===== src/lisa_defines.svh =====
// constants of the lan interrupt status and acknowledge block
`ifndef LISA_DEFINES_SVH
`define LISA_DEFINES_SVH

// byte lanes of the shared control dword
`define LISA_STAT_BYTE  0
`define LISA_CAUSE_BYTE 1
`define LISA_ICTL_BYTE  3

// field positions in the dword
`define LISA_CAUSE_LSB 8
`define LISA_CAUSE_MSB 15
`define LISA_CES_LSB   6
`define LISA_CES_MSB   7
`define LISA_RES_LSB   2
`define LISA_RES_MSB   5
`define LISA_BLK_BIT   24
`define LISA_SREQ_BIT  25
`define LISA_GATE_LSB  26
`define LISA_GATE_MSB  31

// cause indexes inside the cause byte
`define LISA_C_CMD   7
`define LISA_C_FRAME 6
`define LISA_C_INACT 5
`define LISA_C_STALL 4
`define LISA_C_MGMT  3
`define LISA_C_SOFT  2
`define LISA_C_RSV   1
`define LISA_C_PAUSE 0

// reset values
`define LISA_CAUSE_RST 8'h00
`define LISA_GATE_RST  6'h00
`define LISA_BLK_RST   1'h0
`define LISA_CES_RST   2'h0
`define LISA_RES_RST   4'h0

// engine state codes
`define LISA_CES_IDLE  2'h0
`define LISA_RES_READY 4'h4

// cycles from an engine state change to its status field
`define LISA_STATE_LAG 1

`endif


===== src/lisa_pkg.sv =====
// types of the lan interrupt status and acknowledge block
package lisa_pkg;

  typedef logic [7:0] lisa_cause_t;
  typedef logic [5:0] lisa_gate_t;
  typedef logic [1:0] lisa_ces_t;
  typedef logic [3:0] lisa_res_t;

  typedef enum logic {
    LISA_LINE_IDLE,
    LISA_LINE_ON
  } lisa_line_e;

  typedef struct packed {
    lisa_cause_t cause;
  } lisa_flag_s;

  typedef struct packed {
    lisa_gate_t gate;
    logic       blk;
    lisa_ces_t  ces;
    lisa_res_t  res;
    lisa_line_e line;
  } lisa_core_s;

endpackage : lisa_pkg


===== src/lisa_flag_bank.sv =====
// sticky cause flags, set by events and cleared by writing ones
`timescale 1ns/10ps
`default_nettype none
`include "lisa_defines.svh"

module lisa_flag_bank
  import lisa_pkg::*;
(
  input  wire logic        core_clk, // system clock
  input  wire logic        rstn,     // synchronous reset, active low
  input  wire lisa_cause_t set_vec,  // one-cycle cause events
  input  wire lisa_cause_t ack_vec,  // ones written to the cause byte
  output lisa_cause_t      cause     // pending cause flags
);

  lisa_flag_s st;
  lisa_flag_s next_st;

  always_comb begin
    next_st = st;
    for (int i = 0; i < 8; i++) begin
      next_st.cause[i] = (st.cause[i] & ~ack_vec[i]) | set_vec[i];
    end
  end

  always_ff @(posedge core_clk) begin
    if (!rstn) begin
      st.cause <= `LISA_CAUSE_RST;
    end else begin
      st <= next_st;
    end
  end

  assign cause = st.cause;

endmodule : lisa_flag_bank
`default_nettype wire


===== src/lisa_status_ack.sv =====
// interrupt cause, acknowledge and engine state word of the lan controller
`timescale 1ns/10ps
`default_nettype none
`include "lisa_defines.svh"

module lisa_status_ack
  import lisa_pkg::*;
(
  input  wire logic        core_clk,        // system clock, 10 mhz
  input  wire logic        rstn,            // synchronous reset, active low
  input  wire logic        reg_wr,          // write strobe of the dword
  input  wire logic [3:0]  reg_be,          // byte enables of the write
  input  wire logic [31:0] reg_wdata,       // write data
  output logic      [31:0] reg_rdata,       // read data of the dword
  input  wire logic        cmd_done_evt,    // command with request done
  input  wire logic        tx_fail_evt,     // transmit done, bad status
  input  wire logic        tno_enable,      // failed transmit raises flag, earliest variant only
  input  wire logic        early_variant,   // earliest device variant
  input  wire logic        frame_done_evt,  // whole frame received
  input  wire logic        header_done_evt, // frame header received
  input  wire logic        header_mode,     // header descriptor mode
  input  wire logic        idle_event_mode, // flag only on entering idle
  input  wire logic [1:0]  ces_in,          // command engine state
  input  wire logic [3:0]  res_in,          // receive engine state
  input  wire logic        mgmt_done_evt,   // management cycle complete
  input  wire logic        mgmt_irq_enable, // management enable bit 29
  input  wire logic        pause_evt,       // flow control pause event
  input  wire logic        intr_pin_in,     // level seen on the pin
  output logic             intr_pin_out,    // pin drive value, always 0
  output logic             intr_pin_oe_n    // low while pin is pulled
);

  lisa_core_s  st;
  lisa_core_s  next_st;
  lisa_cause_t cause;
  lisa_cause_t set_vec;
  lisa_cause_t ack_vec;
  lisa_cause_t gate_vec;
  logic        int_req;
  logic        leave_act;
  logic        enter_idle;

  function automatic logic lane_hit(input logic [3:0] be,
                                    input int         lane);
    lane_hit = be[lane];
  endfunction : lane_hit

  // causes are latched in sticky flags
  lisa_flag_bank u_flags (
    .core_clk (core_clk),
    .rstn     (rstn),
    .set_vec  (set_vec),
    .ack_vec  (ack_vec),
    .cause    (cause)
  );

  // ones written to the cause byte acknowledge
  always_comb begin
    ack_vec = 8'h00;
    if (reg_wr && lane_hit(reg_be, `LISA_CAUSE_BYTE)) begin
      ack_vec = reg_wdata[`LISA_CAUSE_MSB:`LISA_CAUSE_LSB];
    end
  end

  assign leave_act  = st.ces[1] & ~ces_in[1];
  assign enter_idle = (st.ces != `LISA_CES_IDLE) &&
                      (ces_in == `LISA_CES_IDLE);

  always_comb begin
    set_vec = 8'h00;
    set_vec[`LISA_C_CMD] = cmd_done_evt |
                           (early_variant & tno_enable & tx_fail_evt);
    // frame or header depending on mode
    set_vec[`LISA_C_FRAME] = header_mode ? header_done_evt
                                         : frame_done_evt;
    // inactive or idle entry by mode
    set_vec[`LISA_C_INACT] = idle_event_mode ? enter_idle : leave_act;
    set_vec[`LISA_C_STALL] = (st.res == `LISA_RES_READY) &&
                             (res_in != `LISA_RES_READY);
    set_vec[`LISA_C_MGMT] = mgmt_done_evt & mgmt_irq_enable;
    // software request through the control byte
    set_vec[`LISA_C_SOFT] = reg_wr &
                            lane_hit(reg_be, `LISA_ICTL_BYTE) &
                            reg_wdata[`LISA_SREQ_BIT];
    set_vec[`LISA_C_RSV] = 1'b0;
    // pause event, not in earliest variant
    set_vec[`LISA_C_PAUSE] = pause_evt & ~early_variant;
  end

  // gates for command, frame, inactive, stall and pause, absent in earliest variant
  always_comb begin
    gate_vec = 8'h00;
    if (!early_variant) begin
      gate_vec[`LISA_C_CMD]   = st.gate[5];
      gate_vec[`LISA_C_FRAME] = st.gate[4];
      gate_vec[`LISA_C_INACT] = st.gate[3];
      gate_vec[`LISA_C_STALL] = st.gate[2];
      gate_vec[`LISA_C_PAUSE] = st.gate[0];
    end
  end

  assign int_req = ~st.blk & (|(cause & ~gate_vec));

  always_comb begin
    next_st = st;
    if (reg_wr && lane_hit(reg_be, `LISA_ICTL_BYTE)) begin
      next_st.blk  = reg_wdata[`LISA_BLK_BIT];
      next_st.gate = reg_wdata[`LISA_GATE_MSB:`LISA_GATE_LSB];
    end
    // state fields follow the engines one cycle late
    next_st.ces = ces_in;
    next_st.res = res_in;
    // line holds until no request remains
    // level only, no new edge per event
    unique case (st.line)
      LISA_LINE_IDLE: begin
        if (int_req) begin
          next_st.line = LISA_LINE_ON;
        end
      end
      LISA_LINE_ON: begin
        if (!int_req) begin
          next_st.line = LISA_LINE_IDLE;
        end
      end
    endcase
  end

  always_ff @(posedge core_clk) begin
    if (!rstn) begin
      st.gate <= `LISA_GATE_RST;
      st.blk  <= `LISA_BLK_RST;
      st.ces  <= `LISA_CES_RST;
      st.res  <= `LISA_RES_RST;
      st.line <= LISA_LINE_IDLE;
    end else begin
      st <= next_st;
    end
  end

  // dword read view, byte lanes independent
  always_comb begin
    reg_rdata = 32'h0000_0000;
    reg_rdata[`LISA_CAUSE_MSB:`LISA_CAUSE_LSB] = cause;
    reg_rdata[`LISA_CES_MSB:`LISA_CES_LSB] = st.ces;
    reg_rdata[`LISA_RES_MSB:`LISA_RES_LSB] = st.res;
    reg_rdata[`LISA_BLK_BIT] = st.blk;
    if (!early_variant) begin
      reg_rdata[`LISA_GATE_MSB:`LISA_GATE_LSB] = st.gate;
    end
  end

  assign intr_pin_out  = 1'b0;
  assign intr_pin_oe_n = (st.line != LISA_LINE_ON);

  logic wr_cause;
  logic wr_ictl;
  assign wr_cause = reg_wr && reg_be[`LISA_CAUSE_BYTE];
  assign wr_ictl  = reg_wr && reg_be[`LISA_ICTL_BYTE];
endmodule : lisa_status_ack
`default_nettype wire


===== config.mk =====
export PLATFORM = sky130hd
export DESIGN_NAME = lisa_status_ack
export DESIGN_NICKNAME = d
export VERILOG_FILES = /design/src/lisa_pkg.sv /design/src/lisa_flag_bank.sv /design/src/lisa_status_ack.sv
export VERILOG_INCLUDE_DIRS = /design/src
export SDC_FILE = /design/constraint.sdc
export NUM_CORES = 1
export LEC_CHECK = 0
export BUFFER_PORTS_ARGS = -buffer_cell sky130_fd_sc_hd__buf_2
export CELL_PAD_IN_SITES_DETAIL_PLACEMENT = 0
export CELL_PAD_IN_SITES_GLOBAL_PLACEMENT = 1
export CORE_MARGIN = 1.5
export CORE_UTILIZATION = 25
export CTS_BUF_LIST = sky130_fd_sc_hd__clkbuf_8
export CTS_CLUSTER_SIZE = 30
export DETAILED_ROUTE_END_ITERATION = 12
export GPL_TIMING_DRIVEN = 1
export PLACE_DENSITY_LB_ADDON = 0.1
export SETUP_SLACK_MARGIN = 0.1
export SYNTH_ARGS = -nofsm -noshare
export SYNTH_HDL_FRONTEND = slang
export SYNTH_SLANG_ARGS = --single-unit

===== constraint.sdc =====
create_clock -name core_clk -period 1.52 [get_ports core_clk]
set_input_delay 0.076 -clock core_clk [delete_from_list [all_inputs] [get_ports core_clk]]
set_output_delay 0.076 -clock core_clk [all_outputs]
set_load 0.005 [all_outputs]

==> results.cfg, run 1 <==
[status]
status = complete, no violations

[detailed_routing]
drt-total-wl_mm = 2.66
vias = 967
drt-initial-drc-count = 32
first_pass_iters = 4
drt-wirelength-per-cell_um = 11.9
ant_nets = 0
drc = 0
viasPerCell = 4.32

[worst_setup_path]
endpoint_kind = register
cpMaxStageDelayCell = dfxtp_1
worstReg2RegStart = st[10]$_SDFFE_PN0N_
critPathKind = register to register
cp_max_fo = 3
r2r_slack_ns = 0.36
r2r-end = st[0]$_SDFF_PN0_
max_stage_delay_ns = 0.36
crit_required_ns = 1.66
cp.arrival_ns = 1.29
rr_worst_depth = 3
path_cells = and2b_1 -> a2111oi_1 -> a311oi_1
startpoint_type = register

[timing]
slew_violations = 0
fin_skew_ns = 0.00269
period_share_pct = 76.3
period_needed_ns = 1.16
setup_viol = 0
tns_ns = 0
fmax_mhz = 863
holdWs_ns = 0.0281
fin_ws_ns = 0.361
rsz0062_at_grt = false
hold_viol_final = 0

[hold_path]
min_from = ces_in[1]
holdPathStages = 2
hold_end = reg_rdata[7]$_SDFF_PN0_
hold_path_class = input pin to register

[yosys]
synth_compound_area_share_pct = 14.7
synthSimpleGateAreaFrac_pct = 24.5
synth_xor_xnor_area_share_pct = 0
avgSynthCellArea_um2 = 8.52
synth_top_family_by_area = simple AND/OR/NAND/NOR gates
yosys.area_share.adder_pct = 0
ys_ff_latch = 22
synthCells = 123
synth_area_mm2 = 0.00105
muxShareOfSynthArea_pct = 0.955
yosysWarnings = 0
ys_seq_area_share_pct = 42.0
synth_cell_types = 27

[placement]
globalplace.congestion = 0.735
pre_cts_slack_ns = 0.366
portBuffers = 59
dp.cells = 219
dpl_cell_area_mm2 = 0.00128
detailed_place_hpwl_mm = 2.01

[clocking]
cts_resized = 0
clk_latency_ns = 0.26
cts_buffers = 3
root_buffer = clkbuf_8
h-tree-depth = 1
cts.path.max_buffers = 2
cts_tree = yes
cts.clk_slew.worst_paths_ns = 0.08
clock_sinks = 22

[final_layout]
fin_area_mm2 = 0.00136
nets = 232
area_growth_pct = 30.1
final_cell_mix = buf_2 (59), dfxtp_1 (22), nand3_1 (14), nand2_1 (13), a21oi_1 (13)
antenna_cells = 0
layout-drive-gt1-share_pct = 40.8
final_cell_count_no_fill = 224
fin_util_pct = 33.9
layout_commonest_cell = buf_2

[floorplan]
die_w_um = 67.8
floorplan.initialDensity_pct = 26.0
dieHeight_um = 67.8
die-area_mm2 = 0.00459
num_rows = 23
ios = 91
coreArea_mm2 = 0.00403

[global_route]
grt_pass1_wl_mm = 4.02
grt-ovfl-total = 0
track_usage_pct = 11.9
grt_pass1_vias = 882
antenna_found_initial = 0
grt_max_degree = 18

[job]
max_cap_viol_count = 0

[power]
powerDensity_mw_per_mm2 = 996
power.leakage_nw = 0.683
totalPowerFinal_mw = 1.36
vdd_drop_max_mv = 0.341
kinds of logic (layout without fill, tap and decap cells):
| group | Yosys count | count (layout) |
|---|---|---|
| simple gates | 47 | 47 |
| buf+inv | 29 | 69 |
| compound gates | 23 | 23 |
| flops | 22 | 22 |
| other cells | 1 | 12 |
| mux | 1 | 1 |
routing by layer:
layer	track usage, %	vias to the layer above	wire length [um]	part of all wire (%)
li1	-	489	-	-
met4	3.83	0	18	0.68
met1	14.3	427	1190	45
met5	0	-	0	0
met2	20.7	49	1220	46
met3	2.83	2	231	8.7
registers in the layout (all words and copies together), names as in the netlist:
name and cells:
reg_rdata 7, u_flags.cause 8, st 7
synth_stat cells:
master	count	area [um2]
buf_2	3	15.0
a32oi_1	1	8.76
inv_1	4	15.0
nand3_1	14	70.1
nand2b_4	1	13.8
nor2_1	5	18.8
and2_1	5	31.3
a2111oi_1	1	10.0
nor2b_1	2	12.5
conb_1	1	3.75
inv_2	1	3.75
o41ai_1	2	17.5
a22oi_1	1	7.51
a311oi_1	1	8.76
a31oi_1	2	12.5
a2111oi_2	1	15.0
and2b_1	1	7.51
nor4b_1	1	8.76
mux2i_1	1	10.0
a211o_1	1	8.76
dfxtp_1	22	440
and2b_2	4	35.0
clkbuf_1	2	7.51
buf_4	19	143
a21oi_1	13	65.1
and2b_4	1	10.0
nand2_1	13	48.8
how the worst max path moves through the flow:
stage | start | endpoint | slack [ns] | depth (start not counted)
6_report | st[10]$_SDFFE_PN0N_ | st[0]$_SDFF_PN0_ | 0.36 | 3
5_1_grt | st[12]$_SDFFE_PN0N_ | st[0]$_SDFF_PN0_ | 0.28 | 3
4_1_cts | st[10]$_SDFFE_PN0N_ | st[0]$_SDFF_PN0_ | 0.36 | 3
3_3_place_gp | st[10]$_SDFFE_PN0N_ | st[0]$_SDFF_PN0_ | 0.36 | 3
3_5_place_dp | st[10]$_SDFFE_PN0N_ | st[0]$_SDFF_PN0_ | 0.37 | 3
2_1_floorplan | st[10]$_SDFFE_PN0N_ | st[0]$_SDFF_PN0_ | 0.45 | 3
worst max-delay path: cells and delay by family, from the launching register on:
kind | cells | cell delay [ns]
compound gates | 2 | 0.50
simple gates | 1 | 0.19
flops | 1 | 0.36
where the power goes:
part / internal [mW] / switching [mW] / leakage (nW)
sequential: 0.608 / 0.0230 / 0.182
clock: 0.352 / 0.191 / 0.0357
combinational: 0.0952 / 0.0889 / 0.466
total: 1.06 / 0.303 / 0.683
final cells by class:
class | instances | area, um2
clock inverter | 1 | 30.0
fill | 462 | 2670
multi-input combinational | 83 | 465
timing repair buffer | 60 | 305
sequential | 22 | 440
tap | 50 | 62.6
clock buffer | 3 | 41.3
inverter | 5 | 18.8
timing repair:
action                                 CTS  global route
endpoints found under the hold margin    1             0
hold buffers                             1             0
setup buffers                            0             0
Note: power is estimated with default switching activity, not from simulation.
==> inputs of run 2 (changes only) <==
Settings changed: CORE_UTILIZATION 25 to 23.
Clock period 1.52 ns to 1 ns, I/O delays scaled along.
==> run 2 against run 1 <==
The run now ends with negative setup slack left. Flip-flop and latch count did not move. Core utilization up 2.2 points. Clock power increased by 54%. Setup slack lost 0.42 ns. Register-to-register slack got worse by 0.39 ns. Die area rose by 8.3%. Clock skew barely moved.
==> results.cfg, run 2 (synthesis results as in run 1) <==
[timing]
period_needed_ns = 1.06
setup_viol = 4
slew_violations = 0
fmax_mhz = 946
tns_ns = -0.175
holdWs_ns = 0.00454
fin_skew_ns = 0.00237
fin_ws_ns = -0.0574
rsz0062_at_grt = true
hold_viol_final = 0
period_share_pct = 106

[global_route]
grt_pass1_wl_mm = 4.61
grt_max_degree = 17
grt-ovfl-total = 0
grt_pass1_vias = 1000
antenna_found_initial = 0
track_usage_pct = 11.7

[detailed_routing]
viasPerCell = 4.29
first_pass_iters = 4
drc = 0
drt-wirelength-per-cell_um = 12.5
vias = 1021
drt-total-wl_mm = 2.97
drt-initial-drc-count = 41
ant_nets = 0

[floorplan]
num_rows = 24
dieHeight_um = 70.5
coreArea_mm2 = 0.00438
floorplan.initialDensity_pct = 23.9
die-area_mm2 = 0.00497
die_w_um = 70.5
ios = 91

[final_layout]
final_cell_mix = buf_2 (55), dfxtp_2 (16), nand3_1 (14), nand2_1 (13), a21oi_1 (13)
layout-drive-gt1-share_pct = 55.9
largest_reg_flops = 8
area_growth_pct = 50.7
nets = 244
fin_area_mm2 = 0.00158
final_cell_count_no_fill = 238
fin_util_pct = 36.0
antenna_cells = 0
layout_commonest_cell = buf_2
regMostFlops = u_flags.cause

[power]
powerDensity_mw_per_mm2 = 1380
vdd_drop_max_mv = 0.742
totalPowerFinal_mw = 2.18
power.leakage_nw = 0.777

[hold_path]
hold_end = reg_rdata[5]$_SDFF_PN0_
min_from = res_in[3]
hold_path_class = input pin to register
holdPathStages = 2

[worst_setup_path]
critPathKind = register to output port
r2r-end = st[0]$_SDFF_PN0_
crit_required_ns = 0.95
endpoint_kind = output port
worstReg2RegStart = st[12]$_SDFFE_PN0N_
startpoint_type = register
r2r_slack_ns = -0.03
cp_max_fo = 2
cp.arrival_ns = 1.01
rr_worst_depth = 3

[clocking]
clock_sinks = 22
h-tree-depth = 1
cts.clk_slew.worst_paths_ns = 0.08
cts_buffers = 3
root_buffer = clkbuf_8
clk_latency_ns = 0.26
cts_tree = yes
cts.path.max_buffers = 2

[placement]
detailed_place_hpwl_mm = 2.27
pre_cts_slack_ns = -0.149
portBuffers = 59
dpl_cell_area_mm2 = 0.00136
dp.cells = 229
globalplace.congestion = 0.697

[status]
violations = negative setup slack
status = finished with violations

[job]
max_cap_viol_count = 0
-- run 2: changes by cell type in the layout (fill, tap and decap cells not counted), sizes merged --
| cell | change |
|---|---|
| buf | +11 |
| dlymetal6s4s | +1 |
-- run 2: how the worst max path moves through the flow --
stage	slack [ns]	start	to	cells past startpoint
after global placement	-0.13	st[12]$_SDFFE_PN0N_	st[0]$_SDFF_PN0_	3
final	-0.06	st[11]$_SDFFE_PN0N_	reg_rdata[29]	3
after detailed placement	-0.15	st[12]$_SDFFE_PN0N_	st[0]$_SDFF_PN0_	3
after CTS	-0.07	st[8]$_SDFFE_PN0N_	reg_rdata[26]	3
after global routing	-0.1	st[8]$_SDFFE_PN0N_	reg_rdata[26]	3
after floorplan	0.006	u_flags.cause[0]$_SDFF_PN0_	st[0]$_SDFF_PN0_	3
-- run 2: worst max-delay path, cell delays in order, from the launching register on --
cell	delay [ns]
dfxtp_2	0.34
buf_6	0.11
and2b_2	0.18
buf_2	0.12
-- run 2: what timing repair did --
item	CTS	global route
pin swaps	3	3
setup endpoints to repair	11	17
hold endpoints to repair	2	0
buffers inserted	2	1
hold buffers	2	0
gates resized for setup	18	15
-- run 2: area by class of cell --
cell class                 instances  area [um2]
inverter                           5        18.8
fill                             480        2800
tap                               52        65.1
clock inverter                     1        30.0
clock buffer                       3        41.3
sequential                        22         460
timing repair buffer              72         448
multi-input combinational         83         517
-- run 2: metal layers --
metal	GRT usage, %	wire (um)	vias to the layer above
met2	20.2	1380	48
met3	2.45	215	4
met1	14.1	1350	457
met4	4.70	27	0
met5	0	0	-
li1	-	-	512
-- run 2: power breakdown --
group	internal, mW	total (mW)	switching, mW
Sequential	0.932	0.973	0.0418
Combinational	0.210	0.368	0.158
Clock	0.535	0.835	0.301
Total	1.68	2.18	0.500
